`src/gpv_pkg.sv`:
```
// Constants, register map and types for the eight-bit I/O port group with interrupt vectors.
// Function
// - Vector reads zero with nothing pending.
// - Vector is twice pin plus two, pin0 first.
// - Vector is 16-bit read-only, only bits 4..1 nonzero.
// - Every port has its own identical vector.
// - Input register shows each pin's level.
// - Output pin drives its output register bit.
// - Output bit picks pull-up or pull-down.
// - Direction one means output; resets to zero.
// - Resistor enable acts only on inputs.
// - Two select bits choose gpio or module function.
// - Select bits map per pin; reset zero.
// - Complement write flips both select bits; reads zero.
// - Edge select zero rising, one falling sets flag.
// - Interrupt enable gates each pin; resets zero.
// - Flag holds while pending; software reads/writes it.
package gpv_pkg;
	// Byte offsets of the per-port registers inside one port window.
	localparam logic [5:0] OFF_INPUT = 6'h00;
	localparam logic [5:0] OFF_OUTPUT = 6'h04;
	localparam logic [5:0] OFF_DIR = 6'h08;
	localparam logic [5:0] OFF_PULL_EN = 6'h0c;
	localparam logic [5:0] OFF_SEL_LOW = 6'h10;
	localparam logic [5:0] OFF_SEL_HIGH = 6'h14;
	localparam logic [5:0] OFF_SEL_TOGGLE = 6'h18;
	localparam logic [5:0] OFF_EDGE_POL = 6'h1c;
	localparam logic [5:0] OFF_IRQ_EN = 6'h20;
	localparam logic [5:0] OFF_IRQ_FLAG = 6'h24;
	localparam logic [5:0] OFF_VECTOR = 6'h28;
	// Each port owns a 64-byte window; the address bits above it pick the port.
	localparam int PORT_SHIFT = 6;
	localparam int ADR_W = 8;
	// Reset values.
	localparam logic [7:0] RST_BYTE = 8'h00;
	localparam logic [15:0] VEC_NONE = 16'h0000;
	// Function select codes, high select bit first.
	localparam logic [1:0] FSEL_GPIO = 2'b00;
	localparam logic [1:0] FSEL_PRIMARY = 2'b01;
	localparam logic [1:0] FSEL_SECONDARY = 2'b10;
	localparam logic [1:0] FSEL_TERTIARY = 2'b11;
	// Bus slave states.
	typedef enum logic [1:0] {
		BUS_IDLE = 2'b01,
		BUS_ACK = 2'b10
	} gpv_bus_state_t;
endpackage

```
`src/gpv_port.sv`:
```
// Group of eight-bit I/O ports with pin interrupts, prioritised vectors and a Wishbone register slave.
`timescale 1ns/1ps
module gpv_port #(
	parameter int NUM_PORTS = 3
) (
	// Clock and reset.
	input wire logic mclk,
	input wire logic rst,
	// Wishbone classic slave.
	input wire logic wb_cyc_i,
	input wire logic wb_stb_i,
	input wire logic wb_we_i,
	input wire logic [gpv_pkg::ADR_W-1:0] wb_adr_i,
	input wire logic [3:0] wb_sel_i,
	input wire logic [31:0] wb_dat_i,
	output logic [31:0] wb_dat_o,
	output logic wb_ack_o,
	// Pads, eight per port, port 0 in the low byte.
	input wire logic [NUM_PORTS*8-1:0] pad_in,
	output logic [NUM_PORTS*8-1:0] pad_out,
	output logic [NUM_PORTS*8-1:0] pad_oe,
	output logic [NUM_PORTS*8-1:0] pad_pull_en,
	output logic [NUM_PORTS*8-1:0] pad_pull_up,
	// Peripheral module functions that may own a pin.
	input wire logic [NUM_PORTS*8-1:0] mod1_out,
	input wire logic [NUM_PORTS*8-1:0] mod1_oe,
	input wire logic [NUM_PORTS*8-1:0] mod2_out,
	input wire logic [NUM_PORTS*8-1:0] mod2_oe,
	input wire logic [NUM_PORTS*8-1:0] mod3_out,
	input wire logic [NUM_PORTS*8-1:0] mod3_oe,
	// Per-port interrupt requests.
	output logic [NUM_PORTS-1:0] port_irq
);
	import gpv_pkg::*;

	gpv_bus_state_t state_reg;
	gpv_bus_state_t state_next;
	logic [31:0] rdata_reg;
	logic [31:0] rdata_next;
	logic [NUM_PORTS-1:0][7:0] in_reg;
	logic in_valid_reg;
	logic [NUM_PORTS-1:0][7:0] out_reg;
	logic [NUM_PORTS-1:0][7:0] dir_reg;
	logic [NUM_PORTS-1:0][7:0] ren_reg;
	logic [NUM_PORTS-1:0][7:0] sel0_reg;
	logic [NUM_PORTS-1:0][7:0] sel1_reg;
	logic [NUM_PORTS-1:0][7:0] ies_reg;
	logic [NUM_PORTS-1:0][7:0] ie_reg;
	logic [NUM_PORTS-1:0][7:0] ifg_reg;
	logic [NUM_PORTS-1:0][7:0] ifg_next;
	logic [NUM_PORTS-1:0][7:0] edge_set;
	logic [NUM_PORTS-1:0][7:0] pending;
	logic [NUM_PORTS-1:0][15:0] vec;
	logic wr_ok;
	logic [7:0] wbyte;

	// Highest-priority pending pin, pin 0 first, coded as twice the pin plus two.
	function automatic logic [15:0] gpv_vector(input logic [7:0] pend);
		logic [15:0] v;
		v = VEC_NONE;
		for (int i = 7; i >= 0; i--) begin
			if (pend[i]) begin
				v = 16'(2 * i + 2);
			end
		end
		return v;
	endfunction

	// True when the bus address selects register off of port p.
	function automatic logic gpv_hit(input logic [ADR_W-1:0] adr, input int p, input logic [5:0] off);
		logic [ADR_W-1:0] base;
		base = ADR_W'(p << PORT_SHIFT);
		return (adr[ADR_W-1:PORT_SHIFT] == base[ADR_W-1:PORT_SHIFT]) && (adr[PORT_SHIFT-1:0] == off);
	endfunction

	// A write lands at the edge where the master sees ack, so it happens exactly once.
	assign wr_ok = wb_cyc_i && wb_stb_i && wb_we_i && wb_sel_i[0] && (state_reg == BUS_ACK);
	assign wbyte = wb_dat_i[7:0];
	assign wb_ack_o = (state_reg == BUS_ACK);
	assign wb_dat_o = rdata_reg;

	always_comb begin
		state_next = state_reg;
		case (state_reg)
			BUS_IDLE: begin
				if (wb_cyc_i && wb_stb_i) begin
					state_next = BUS_ACK;
				end
			end
			BUS_ACK: begin
				state_next = BUS_IDLE;
			end
			default: begin
				state_next = BUS_IDLE;
			end
		endcase
	end

	always_ff @(posedge mclk) begin
		if (rst) begin
			state_reg <= BUS_IDLE;
		end else begin
			state_reg <= state_next;
		end
	end

	// Read mux; unmapped addresses and the complement register read as zero.
	always_comb begin
		rdata_next = 32'h0000_0000;
		for (int p = 0; p < NUM_PORTS; p++) begin
			if (gpv_hit(wb_adr_i, p, OFF_INPUT)) begin
				rdata_next[7:0] = in_reg[p];
			end
			if (gpv_hit(wb_adr_i, p, OFF_OUTPUT)) begin
				rdata_next[7:0] = out_reg[p];
			end
			if (gpv_hit(wb_adr_i, p, OFF_DIR)) begin
				rdata_next[7:0] = dir_reg[p];
			end
			if (gpv_hit(wb_adr_i, p, OFF_PULL_EN)) begin
				rdata_next[7:0] = ren_reg[p];
			end
			if (gpv_hit(wb_adr_i, p, OFF_SEL_LOW)) begin
				rdata_next[7:0] = sel0_reg[p];
			end
			if (gpv_hit(wb_adr_i, p, OFF_SEL_HIGH)) begin
				rdata_next[7:0] = sel1_reg[p];
			end
			if (gpv_hit(wb_adr_i, p, OFF_EDGE_POL)) begin
				rdata_next[7:0] = ies_reg[p];
			end
			if (gpv_hit(wb_adr_i, p, OFF_IRQ_EN)) begin
				rdata_next[7:0] = ie_reg[p];
			end
			if (gpv_hit(wb_adr_i, p, OFF_IRQ_FLAG)) begin
				rdata_next[7:0] = ifg_reg[p];
			end
			if (gpv_hit(wb_adr_i, p, OFF_VECTOR)) begin
				rdata_next[15:0] = vec[p];
			end
		end
	end

	always_ff @(posedge mclk) begin
		if (rst) begin
			rdata_reg <= 32'h0000_0000;
		end else if (state_reg == BUS_IDLE && wb_cyc_i && wb_stb_i) begin
			rdata_reg <= rdata_next;
		end
	end

	// Input sampling; edges are masked for the first cycle so reset does not fake a transition.
	always_ff @(posedge mclk) begin
		if (rst) begin
			in_reg <= '0;
			in_valid_reg <= 1'b0;
		end else begin
			in_valid_reg <= 1'b1;
			for (int p = 0; p < NUM_PORTS; p++) begin
				in_reg[p] <= pad_in[p*8 +: 8];
			end
		end
	end

	// Plain configuration registers. Output and edge select get a zero reset only to keep simulation clean.
	always_ff @(posedge mclk) begin
		if (rst) begin
			out_reg <= '0;
			dir_reg <= '0;
			ren_reg <= '0;
			ies_reg <= '0;
			ie_reg <= '0;
		end else if (wr_ok) begin
			for (int p = 0; p < NUM_PORTS; p++) begin
				if (gpv_hit(wb_adr_i, p, OFF_OUTPUT)) begin
					out_reg[p] <= wbyte;
				end
				if (gpv_hit(wb_adr_i, p, OFF_DIR)) begin
					dir_reg[p] <= wbyte;
				end
				if (gpv_hit(wb_adr_i, p, OFF_PULL_EN)) begin
					ren_reg[p] <= wbyte;
				end
				if (gpv_hit(wb_adr_i, p, OFF_EDGE_POL)) begin
					ies_reg[p] <= wbyte;
				end
				if (gpv_hit(wb_adr_i, p, OFF_IRQ_EN)) begin
					ie_reg[p] <= wbyte;
				end
			end
		end
	end

	// Function select pair. The complement write flips both halves in one edge, so no
	// intermediate function is ever seen on the pin.
	always_ff @(posedge mclk) begin
		if (rst) begin
			sel0_reg <= '0;
			sel1_reg <= '0;
		end else if (wr_ok) begin
			for (int p = 0; p < NUM_PORTS; p++) begin
				if (gpv_hit(wb_adr_i, p, OFF_SEL_LOW)) begin
					sel0_reg[p] <= wbyte;
				end
				if (gpv_hit(wb_adr_i, p, OFF_SEL_HIGH)) begin
					sel1_reg[p] <= wbyte;
				end
				if (gpv_hit(wb_adr_i, p, OFF_SEL_TOGGLE)) begin
					sel0_reg[p] <= sel0_reg[p] ^ wbyte;
					sel1_reg[p] <= sel1_reg[p] ^ wbyte;
				end
			end
		end
	end

	// Edge detection and flag update; a detected edge wins over a software clear in the same cycle.
	always_comb begin
		for (int p = 0; p < NUM_PORTS; p++) begin
			edge_set[p] = '0;
			if (in_valid_reg) begin
				edge_set[p] = (pad_in[p*8 +: 8] & ~in_reg[p] & ~ies_reg[p])
					| (~pad_in[p*8 +: 8] & in_reg[p] & ies_reg[p]);
			end
			ifg_next[p] = ifg_reg[p];
			if (wr_ok && gpv_hit(wb_adr_i, p, OFF_IRQ_FLAG)) begin
				ifg_next[p] = wbyte;
			end
			ifg_next[p] = ifg_next[p] | edge_set[p];
			pending[p] = ifg_reg[p] & ie_reg[p];
			vec[p] = gpv_vector(pending[p]);
			port_irq[p] = |pending[p];
		end
	end

	always_ff @(posedge mclk) begin
		if (rst) begin
			ifg_reg <= '0;
		end else begin
			ifg_reg <= ifg_next;
		end
	end

	// Pin multiplexer. Module functions take both drive and enable; pulls are a gpio-input feature only.
	always_comb begin
		pad_out = '0;
		pad_oe = '0;
		pad_pull_en = '0;
		pad_pull_up = '0;
		for (int p = 0; p < NUM_PORTS; p++) begin
			for (int i = 0; i < 8; i++) begin
				case ({sel1_reg[p][i], sel0_reg[p][i]})
					FSEL_GPIO: begin
						pad_oe[p*8+i] = dir_reg[p][i];
						pad_out[p*8+i] = out_reg[p][i];
						pad_pull_en[p*8+i] = ~dir_reg[p][i] & ren_reg[p][i];
						pad_pull_up[p*8+i] = out_reg[p][i];
					end
					FSEL_PRIMARY: begin
						pad_oe[p*8+i] = mod1_oe[p*8+i];
						pad_out[p*8+i] = mod1_out[p*8+i];
					end
					FSEL_SECONDARY: begin
						pad_oe[p*8+i] = mod2_oe[p*8+i];
						pad_out[p*8+i] = mod2_out[p*8+i];
					end
					FSEL_TERTIARY: begin
						pad_oe[p*8+i] = mod3_oe[p*8+i];
						pad_out[p*8+i] = mod3_out[p*8+i];
					end
					default: begin
						pad_oe[p*8+i] = 1'b0;
					end
				endcase
			end
		end
	end

	for (genvar g = 0; g < NUM_PORTS; g++) begin : g_chk

	end
endmodule

```
`config.mk`:
```
export PLATFORM = sky130hd
export DESIGN_NAME = gpv_port
export DESIGN_NICKNAME = d
export VERILOG_FILES = /design/src/gpv_pkg.sv /design/src/gpv_port.sv
export SDC_FILE = /design/constraint.sdc
export NUM_CORES = 1
export LEC_CHECK = 0
export CAP_MARGIN = 0
export CORE_MARGIN = 2
export CORE_UTILIZATION = 26
export CTS_BUF_LIST = sky130_fd_sc_hd__clkbuf_16
export DETAILED_ROUTE_END_ITERATION = 7
export DONT_BUFFER_PORTS = 1
export SYNTH_ARGS = -nofsm -noshare
export SYNTH_HDL_FRONTEND = slang
export SYNTH_SLANG_ARGS = --single-unit
```
`constraint.sdc`:
```
create_clock -name mclk -period 2.6 [get_ports mclk]
set_input_delay 0.52 -clock mclk [delete_from_list [all_inputs] [get_ports mclk]]
set_output_delay 0.52 -clock mclk [all_outputs]
set_load 0.01 [all_outputs]
```
==> reports/qor.yml, run 1 <==
status:
  status: "completed"
grt:
  grt_usage_pct: 22.1
  grt_pass1_vias: 13509
  overflow: 0
  antenna_found_initial: 2
  grt_first_pass_wirelength_mm: 89.0
  grt_max_degree: 224
placement:
  place_congestion: 0.969
  io_buffer_count: 0
  dpl.cell_count: 2523
  hpwlAfterDp_mm: 45.8
floorplan:
  initial_core_util_pct: 26.2
  die_y_um: 231
  num_io_pins: 349
  dieArea_sq_um: 53400
  rows: 83
  fp.coreArea_sq_um: 51100
  dieWidth_um: 231
timing:
  period_minus_slack_ps: 2450
  rsz0062_at_grt: "no"
  relSlewSlack_pct: 33.2
  fmax_mhz: 408
  skew_ps: 19.9
  hold_viol: 0
  setup_viol: 0
  maxSlewViolCount: 0
  period_share_pct: 94.2
  tightestPinTransition_ps: 995
detailed_routing:
  vias: 14556
  top_layer_used: "met4"
  met3_length_mm: 5.43
  ant_nets: 0
  drt_pass1_iterations: 8
  wl_per_cell_um: 23.9
  wl_met1_mm: 26.3
  vias_per_cell: 5.66
  drc_errors: 0
  wirelength_mm: 61.4
  drt_iter0_drc: 1627
  wl_met2_mm: 27.3
cts:
  cts_resized: 0
  insertion_delay_ps: 560
  cts_setup_buffers: 0
  clk_pin_slew_ps: 60
  cts_buffers: 27
  clock_sinks: 227
  htree_levels: 1
  cts_hold_buf: 0
  cts_buffer_depth: 3
  cts_root_buffer: "clkbuf_16"
  cts_tree: "done"
layout:
  fillerInstances: 5460
  final_cell_mix: "506 x nand2_1, 227 x dfxtp_1, 204 x a21oi_1"
  drive_above_1_share_pct: 14.7
  instances_no_fill: 2573
  layout_commonest_cell: "nand2_1"
  post-route-util_pct: 30.8
  area_delta_synth_final_pct: 17.5
  num-nets-final: 2089
power:
  netSwitchingPower_uw: 1870
  p_leak_uw: 0.00527
  power-per-cell-area_nw_per_um2: 491
  p_clk_share_pct: 49.2
  power.internal_uw: 5870
  peakVddDrop_v: 0.000373
  seq_power_share_pct: 46.6
  p_comb_share_pct: 4.2
  switching_share_pct: 24.1
worst_hold_path:
  hold_start: "pad_in[15]"
  min_path_type: "in2reg"
synthesis:
  yosys_warnings: 0
  yosysSeqAreaShare_pct: 33.9
  synth_area_sq_um: 13400
  ys_types: 76
  ys.flop_type: "dfxtp_1"
  ys_seq_elements: 227
  avgSynthCellArea_sq_um: 7.38
  syn_inst: 1816
  ys_async_sr_fraction_pct: 0
  synth-edff-count: 0
critical_path:
  timing.rr.start: "ifg_reg[6]"
  required_ps: 3060
  critPathLaunch: "ifg_reg[6]"
  cp.arrival_ps: 2910
  worstSetupStartpointType: "flip-flop"
  worst-path-max-fanout: 4
  reg2reg_depth: 9
  worstSetupEndpoint: "wb_dat_o[3]"
  r2r_end: "wb_dat_o[3]"
  worstSetupEndpointType: "flip-flop"
  ff2ff_setup_slack_ps: 150
  path_class: "reg2reg"
run:
  cap_violations: 0
-- worst max-delay path, cell delays in order, from the launching register on --
cell and delay (ps):
dfxtp_1 360, a22oi_1 220, nor2b_1 280, nor3_1 110, buf_4 160, a211oi_1 400, o21ai_0 150, o21ai_0 330
a21oi_1 130, o221a_1 210
-- area by class of cell --
type                       count  area, sq um  share of cell area [%]
clock inverter                22          201                    1.28
inverter                       4         15.0                  0.0954
sequential                   227         4540                    28.9
clock buffer                  27          676                    4.29
timing repair buffer         163         1260                    8.01
multi-input combinational   1449         8200                    52.0
tap                          680          851                    5.40
antenna                        1         2.50                  0.0159
-- stage by stage --
stage	setup TNS, ps	hold slack (ps)	worst slack, ps	instance area (sq um)	total power, uW
2_1_floorplan	0	441	160	13500	3980
3_3_place_gp	-1100	459	-159	14900	3990
3_5_place_dp	-1640	462	-178	14900	3990
4_1_cts	0	45.6	144	15700	7770
5_1_grt	0	60.6	21.0	15700	7950
6_report	0	86.1	150	15700	7740
-- metal layers --
metal / vias up / GRT usage (%)
met5: - / 0
li1: 6548 / -
met1: 7076 / 30.7
met4: 0 / 8.61
met3: 123 / 3.47
met2: 809 / 34.4
-- power by group through the flow --
stage / combinational, uW / clock (uW) / sequential, uW
after detailed placement: 316 / 0 / 3680
after floorplan: 342 / 0 / 3640
after global routing: 348 / 3990 / 3610
after global placement: 313 / 0 / 3680
after CTS: 317 / 3860 / 3600
final: 321 / 3810 / 3600
-- cells in the mapped netlist, drive strengths merged (5+ instances only) --
cell type,number,area share (%)
a211oi,6,0.34
a21oi,205,7.7
a221oi,18,1.2
a222oi,8,0.60
a22o,5,0.33
a22oi,23,1.3
a31oi,25,1.2
a32oi,6,0.39
and3,5,0.23
buf,60,2.7
clkbuf,99,2.8
dfxtp,227,34
mux2i,11,0.82
mux4,48,8.1
nand2,507,14
nand2b,6,0.28
nand3,41,1.5
nand4,6,0.28
nor2,139,4.1
nor2b,36,1.7
nor3,26,1.3
nor3b,25,1.4
nor4,7,0.44
nor4b,27,1.9
o2111ai,7,0.46
o211ai,5,0.28
o21ai,161,6.0
o221ai,8,0.52
o22ai,15,0.70
or4b,5,0.40
-- how the worst min path moves through the flow --
stage / endpoint / slack, ps / depth (start not counted)
CTS: ifg_reg[20] / 50 / 1
global route: ifg_reg[19] / 60 / 1
global placement: ren_reg[13] / 460 / 2
floorplan: ren_reg[18] / 440 / 2
detailed placement: ren_reg[13] / 460 / 2
finish: in_reg[15] / 90 / 1
-- cell families after synthesis --
family	synth area share (%)
buffers and inverters	5.60
other	0.0280
DFF	33.9
muxes	8.97
and+or+nand+nor	28.8
AOI/OAI and AO/OA	22.7
(Power assumes the default switching activity.)
==> run 2, diff against run 1 <==
- ABC_AREA: not set -> 1
- RECOVER_POWER: not set -> 100
- SLEW_MARGIN: not set -> 10
==> run 2 against run 1 <==
Compared with the run above: critical path depth is 7 higher; sequential share of layout area up 1.2 points; total power fell by 1.1%; sequential power about the same; via count fell by 1.1%; first-iteration DRC count shrank 26%; register-to-register slack gained 60 ps; largest cell class unchanged; utilization fell by 0.52 points; largest power group unchanged.
==> reports/qor.yml, run 2 <==
critical_path:
  cp.arrival_ps: 2810  # was 2910 ps
  reg2reg_depth: 16  # was 9
  required_ps: 3020  # was 3060 ps
  worstSetupStartpointType: "flip-flop"  # unchanged
  slowest_delay_ps: 440  # was 400 ps
  ff2ff_setup_slack_ps: 210  # was 150 ps
  crit_family: "simple AND/OR/NAND/NOR gates"  # was compound AO/OA/AOI/OAI gates
  worst-path-max-fanout: 3  # was 4
  crit_top_cell: "nand2_1"  # was o21ai_0
  crit_slowest_cell: "dfxtp_1"  # was a211oi_1
  path_class: "reg2reg"  # unchanged
  cp.buffers_inverters: 0  # was 1
  worstSetupEndpointType: "flip-flop"  # unchanged
  timing.rr.start: "ifg_reg[3]"  # was ifg_reg[6]
  worstPathCellList: "nand2_1, a31oi_1, o21a_1, nand4_1, nand2_1, nand3_1, nor2_1, nand3_1, nand2_1, nand3_1, nand2_1, nand4_1, nand2_1, nand4_1, nand2_1, a21oi_1"  # was a22oi_1, nor2b_1, nor3_1, buf_4, a211oi_1, o21ai_0, o21ai_0, a21oi_1, o221a_1
  r2r_end: "wb_dat_o[2]"  # was wb_dat_o[3]
timing:
  fmax_mhz: 419  # was 408 MHz
  maxSlewViolCount: 0  # unchanged
  hold_viol: 0  # unchanged
  period_share_pct: 91.9  # was 94.2%
  setup_tns_ps: 0  # unchanged
  setup_viol: 0  # unchanged
  setup_slack_ps: 211  # was 150 ps
  rsz0062_at_grt: "no"  # unchanged
  relSlewSlack_pct: 38.0  # was 33.2%
  skew_ps: 22.2  # was 19.9 ps
  tightestPinTransition_ps: 930  # was 995 ps
  period_minus_slack_ps: 2390  # was 2450 ps
synthesis:
  synth-edff-count: 0  # unchanged
  yosysMostFrequentCell: "nand2_1"  # unchanged
  yosys-top-cells-area: "dfxtp_1 35%, nand2_1 11%, inv_1 7.4%"  # was dfxtp_1 34%, nand2_1 14%, mux4_2 8.1%
  ys_types: 45  # was 76
  synth_area_sq_um: 13100  # was 13,400 sq um
  synth_top_area_share_pct: 34.7  # was 33.9%
  syn_inst: 2018  # was 1,816
  yosys_warnings: 0  # unchanged
  ys.flop_type: "dfxtp_1"  # unchanged
  yosys-top-cells-count: "370 x nand2_1, 257 x inv_1, 250 x nor2_1"  # was 506 x nand2_1, 227 x dfxtp_1, 204 x a21oi_1
  avgSynthCellArea_sq_um: 6.49  # was 7.38 sq um
  ys_seq_elements: 227  # unchanged
  yosysSeqAreaShare_pct: 34.7  # was 33.9%
  yosysTopAreaCell: "dfxtp_1"  # unchanged
  ys_async_sr_fraction_pct: 0  # unchanged
placement:
  postPlaceCellArea_sq_um: 14500  # was 14,900 sq um
  io_buffer_count: 0  # unchanged
  dpl.cell_count: 2730  # was 2,523
  place_congestion: 0.947  # was 0.969
  dp_worst_setup_slack_ps: -258  # was -178 ps
  hpwlAfterDp_mm: 42.5  # was 45.8 mm
cts:
  clk_pin_slew_ps: 60  # about the same
  cts_buffer_depth: 3  # unchanged
  htree_levels: 1  # unchanged
  insertion_delay_ps: 550  # was 560 ps
  clock_sinks: 227  # unchanged
  cts_buffers: 24  # was 27
  cts_root_buffer: "clkbuf_16"  # unchanged
  cts_hold_buf: 0  # unchanged
  cts_tree: "done"  # unchanged
worst_hold_path:
  hold_end: "sel1_reg[12]"  # was in_reg[15]
  min_path_type: "in2reg"  # unchanged
  hold_depth: 1  # unchanged
  hold_start: "rst"  # was pad_in[15]
layout:
  multiInputGateArea_sq_um: 7030  # was 8200 sq um
  num-nets-final: 2301  # was 2,089
  area_delta_synth_final_pct: 15.7  # was 17.5%
  fillerInstances: 5535  # was 5,460
  post-route-util_pct: 30.3  # was 30.8%
  seqCellArea_sq_um: 4540  # unchanged
  final_area_sq_um: 15100  # was 15,700 sq um
  instances_no_fill: 2776  # was 2,573
  drive_above_1_share_pct: 8.38  # was 14.7%
  final_cell_mix: "371 x nand2_1, 264 x inv_1, 256 x nor2_1"  # was 506 x nand2_1, 227 x dfxtp_1, 204 x a21oi_1
  layout_commonest_cell: "nand2_1"  # unchanged
grt:
  grt_util_met3_pct: 3.29  # was 3.47%
  overflow: 0  # unchanged
  met1_usage_pct: 27.6  # was 30.7%
  grt_usage_pct: 20.3  # was 22.1%
  use_met2_pct: 32.7  # was 34.4%
  grt_first_pass_wirelength_mm: 82.0  # was 89.0 mm
  antenna_found_initial: 3  # was 2
  grt_max_degree: 90  # was 224
  top_usage_layer: "met2"  # unchanged
  grt_pass1_vias: 13272  # was 13,509
power:
  p_clk_share_pct: 48.4  # was 49.2%
  power-per-cell-area_nw_per_um2: 506  # was 491 nW/um^2
  p_leak_uw: 0.00586  # was 0.00527 uW
  seq_power_share_pct: 46.6  # about the same
  p_comb_share_pct: 5.0  # was 4.2%
  netSwitchingPower_uw: 1870  # about the same
  power.internal_uw: 5790  # was 5870 uW
  switching_share_pct: 24.4  # was 24.1%
  peakVddDrop_v: 0.000442  # was 0.000373 V
detailed_routing:
  drt_iter0_drc: 1204  # was 1,627
  drc_errors: 0  # unchanged
  wl_per_cell_um: 20.0  # was 23.9 um
  ant_nets: 0  # unchanged
  wirelength_mm: 55.4  # was 61.4 mm
  drt_pass1_iterations: 5  # was 8
  vias: 14402  # was 14,556
  vias_per_cell: 5.19  # was 5.66
floorplan:
  initial_core_util_pct: 26.2  # about the same
  die_y_um: 228  # was 231 um
  dieArea_sq_um: 52100  # was 53,400 sq um
  fp.coreArea_sq_um: 50000  # was 51,100 sq um
  rows: 82  # was 83
  dieWidth_um: 228  # was 231 um
  num_io_pins: 349  # unchanged
run:
  cap_violations: 0  # unchanged
status:
  status: "completed"  # unchanged
[run 2: cell count changes after synthesis, moves of 46 or more]
cell      previous run  this run
nand3_1             41       167
inv_1                4       257
nor2_1             133       250
mux4_2              48         0
nand2_1            506       370
clkbuf_1            99        53
[run 2: worst max path at each step]
stage | start | end | cells after the start
3_5_place_dp | wb_adr_i[0] | wb_dat_o[0] | 21
4_1_cts | dir_reg[2] | wb_dat_o[2] | 18
3_3_place_gp | wb_adr_i[0] | wb_dat_o[1] | 22
2_1_floorplan | wb_adr_i[0] | wb_dat_o[2] | 20
5_1_grt | wb_adr_i[3] | wb_dat_o[3] | 20
6_report | ifg_reg[3] | wb_dat_o[2] | 16
[run 2: timing repair]
action                     CTS  global route
setup buffers                0             0
resized for setup            0             2
setup endpoints to repair    0             2
[run 2: metal layers]
| layer | vias up | part of all wire [%] |
|---|---|---|
| li1 | 6836 | - |
| met5 | - | 0.042 |
| met1 | 6785 | 44 |
| met3 | 95 | 8.0 |
| met4 | 4 | 3.2 |
| met2 | 682 | 45 |
[run 2: area by class of cell]
| cell class | instances | share of cell area [%] |
|---|---|---|
| antenna | 3 | 0.0496 |
| clock buffer | 25 | 4.13 |
| clock inverter | 18 | 1.34 |
| inverter | 287 | 7.14 |
| multi-input combinational | 1430 | 46.4 |
| sequential | 227 | 30.0 |
| tap | 672 | 5.55 |
| timing repair buffer | 114 | 5.33 |
[run 2: metrics by stage]
stage          power (uW)  hold WS, ps
6_report             7650         48.8
5_1_grt              7840         32.8
4_1_cts              7690         39.8
3_5_place_dp         4030          458
3_3_place_gp         4020          453
2_1_floorplan        3920          439
[run 2: cells by family (layout without fill, tap and decap cells)]
family / after synthesis / after routing / synth area share, %
AOI/OAI and AO/OA: 488 / 488 / 21.8
xor gates and xnor gates: 24 / 24 / 1.61
buffers and inverters: 384 / 444 / 11.9
DFF: 227 / 227 / 34.7
and+or+nand+nor: 894 / 894 / 29.9
other: 1 / 27 / 0.0287
[run 2: power groups by stage]
stage	clock, uW	sequential [uW]	combinational [uW]
2_1_floorplan	0	3630	287
3_3_place_gp	0	3650	374
3_5_place_dp	0	3650	382
4_1_cts	3740	3570	382
5_1_grt	3850	3570	418
6_report	3700	3570	382
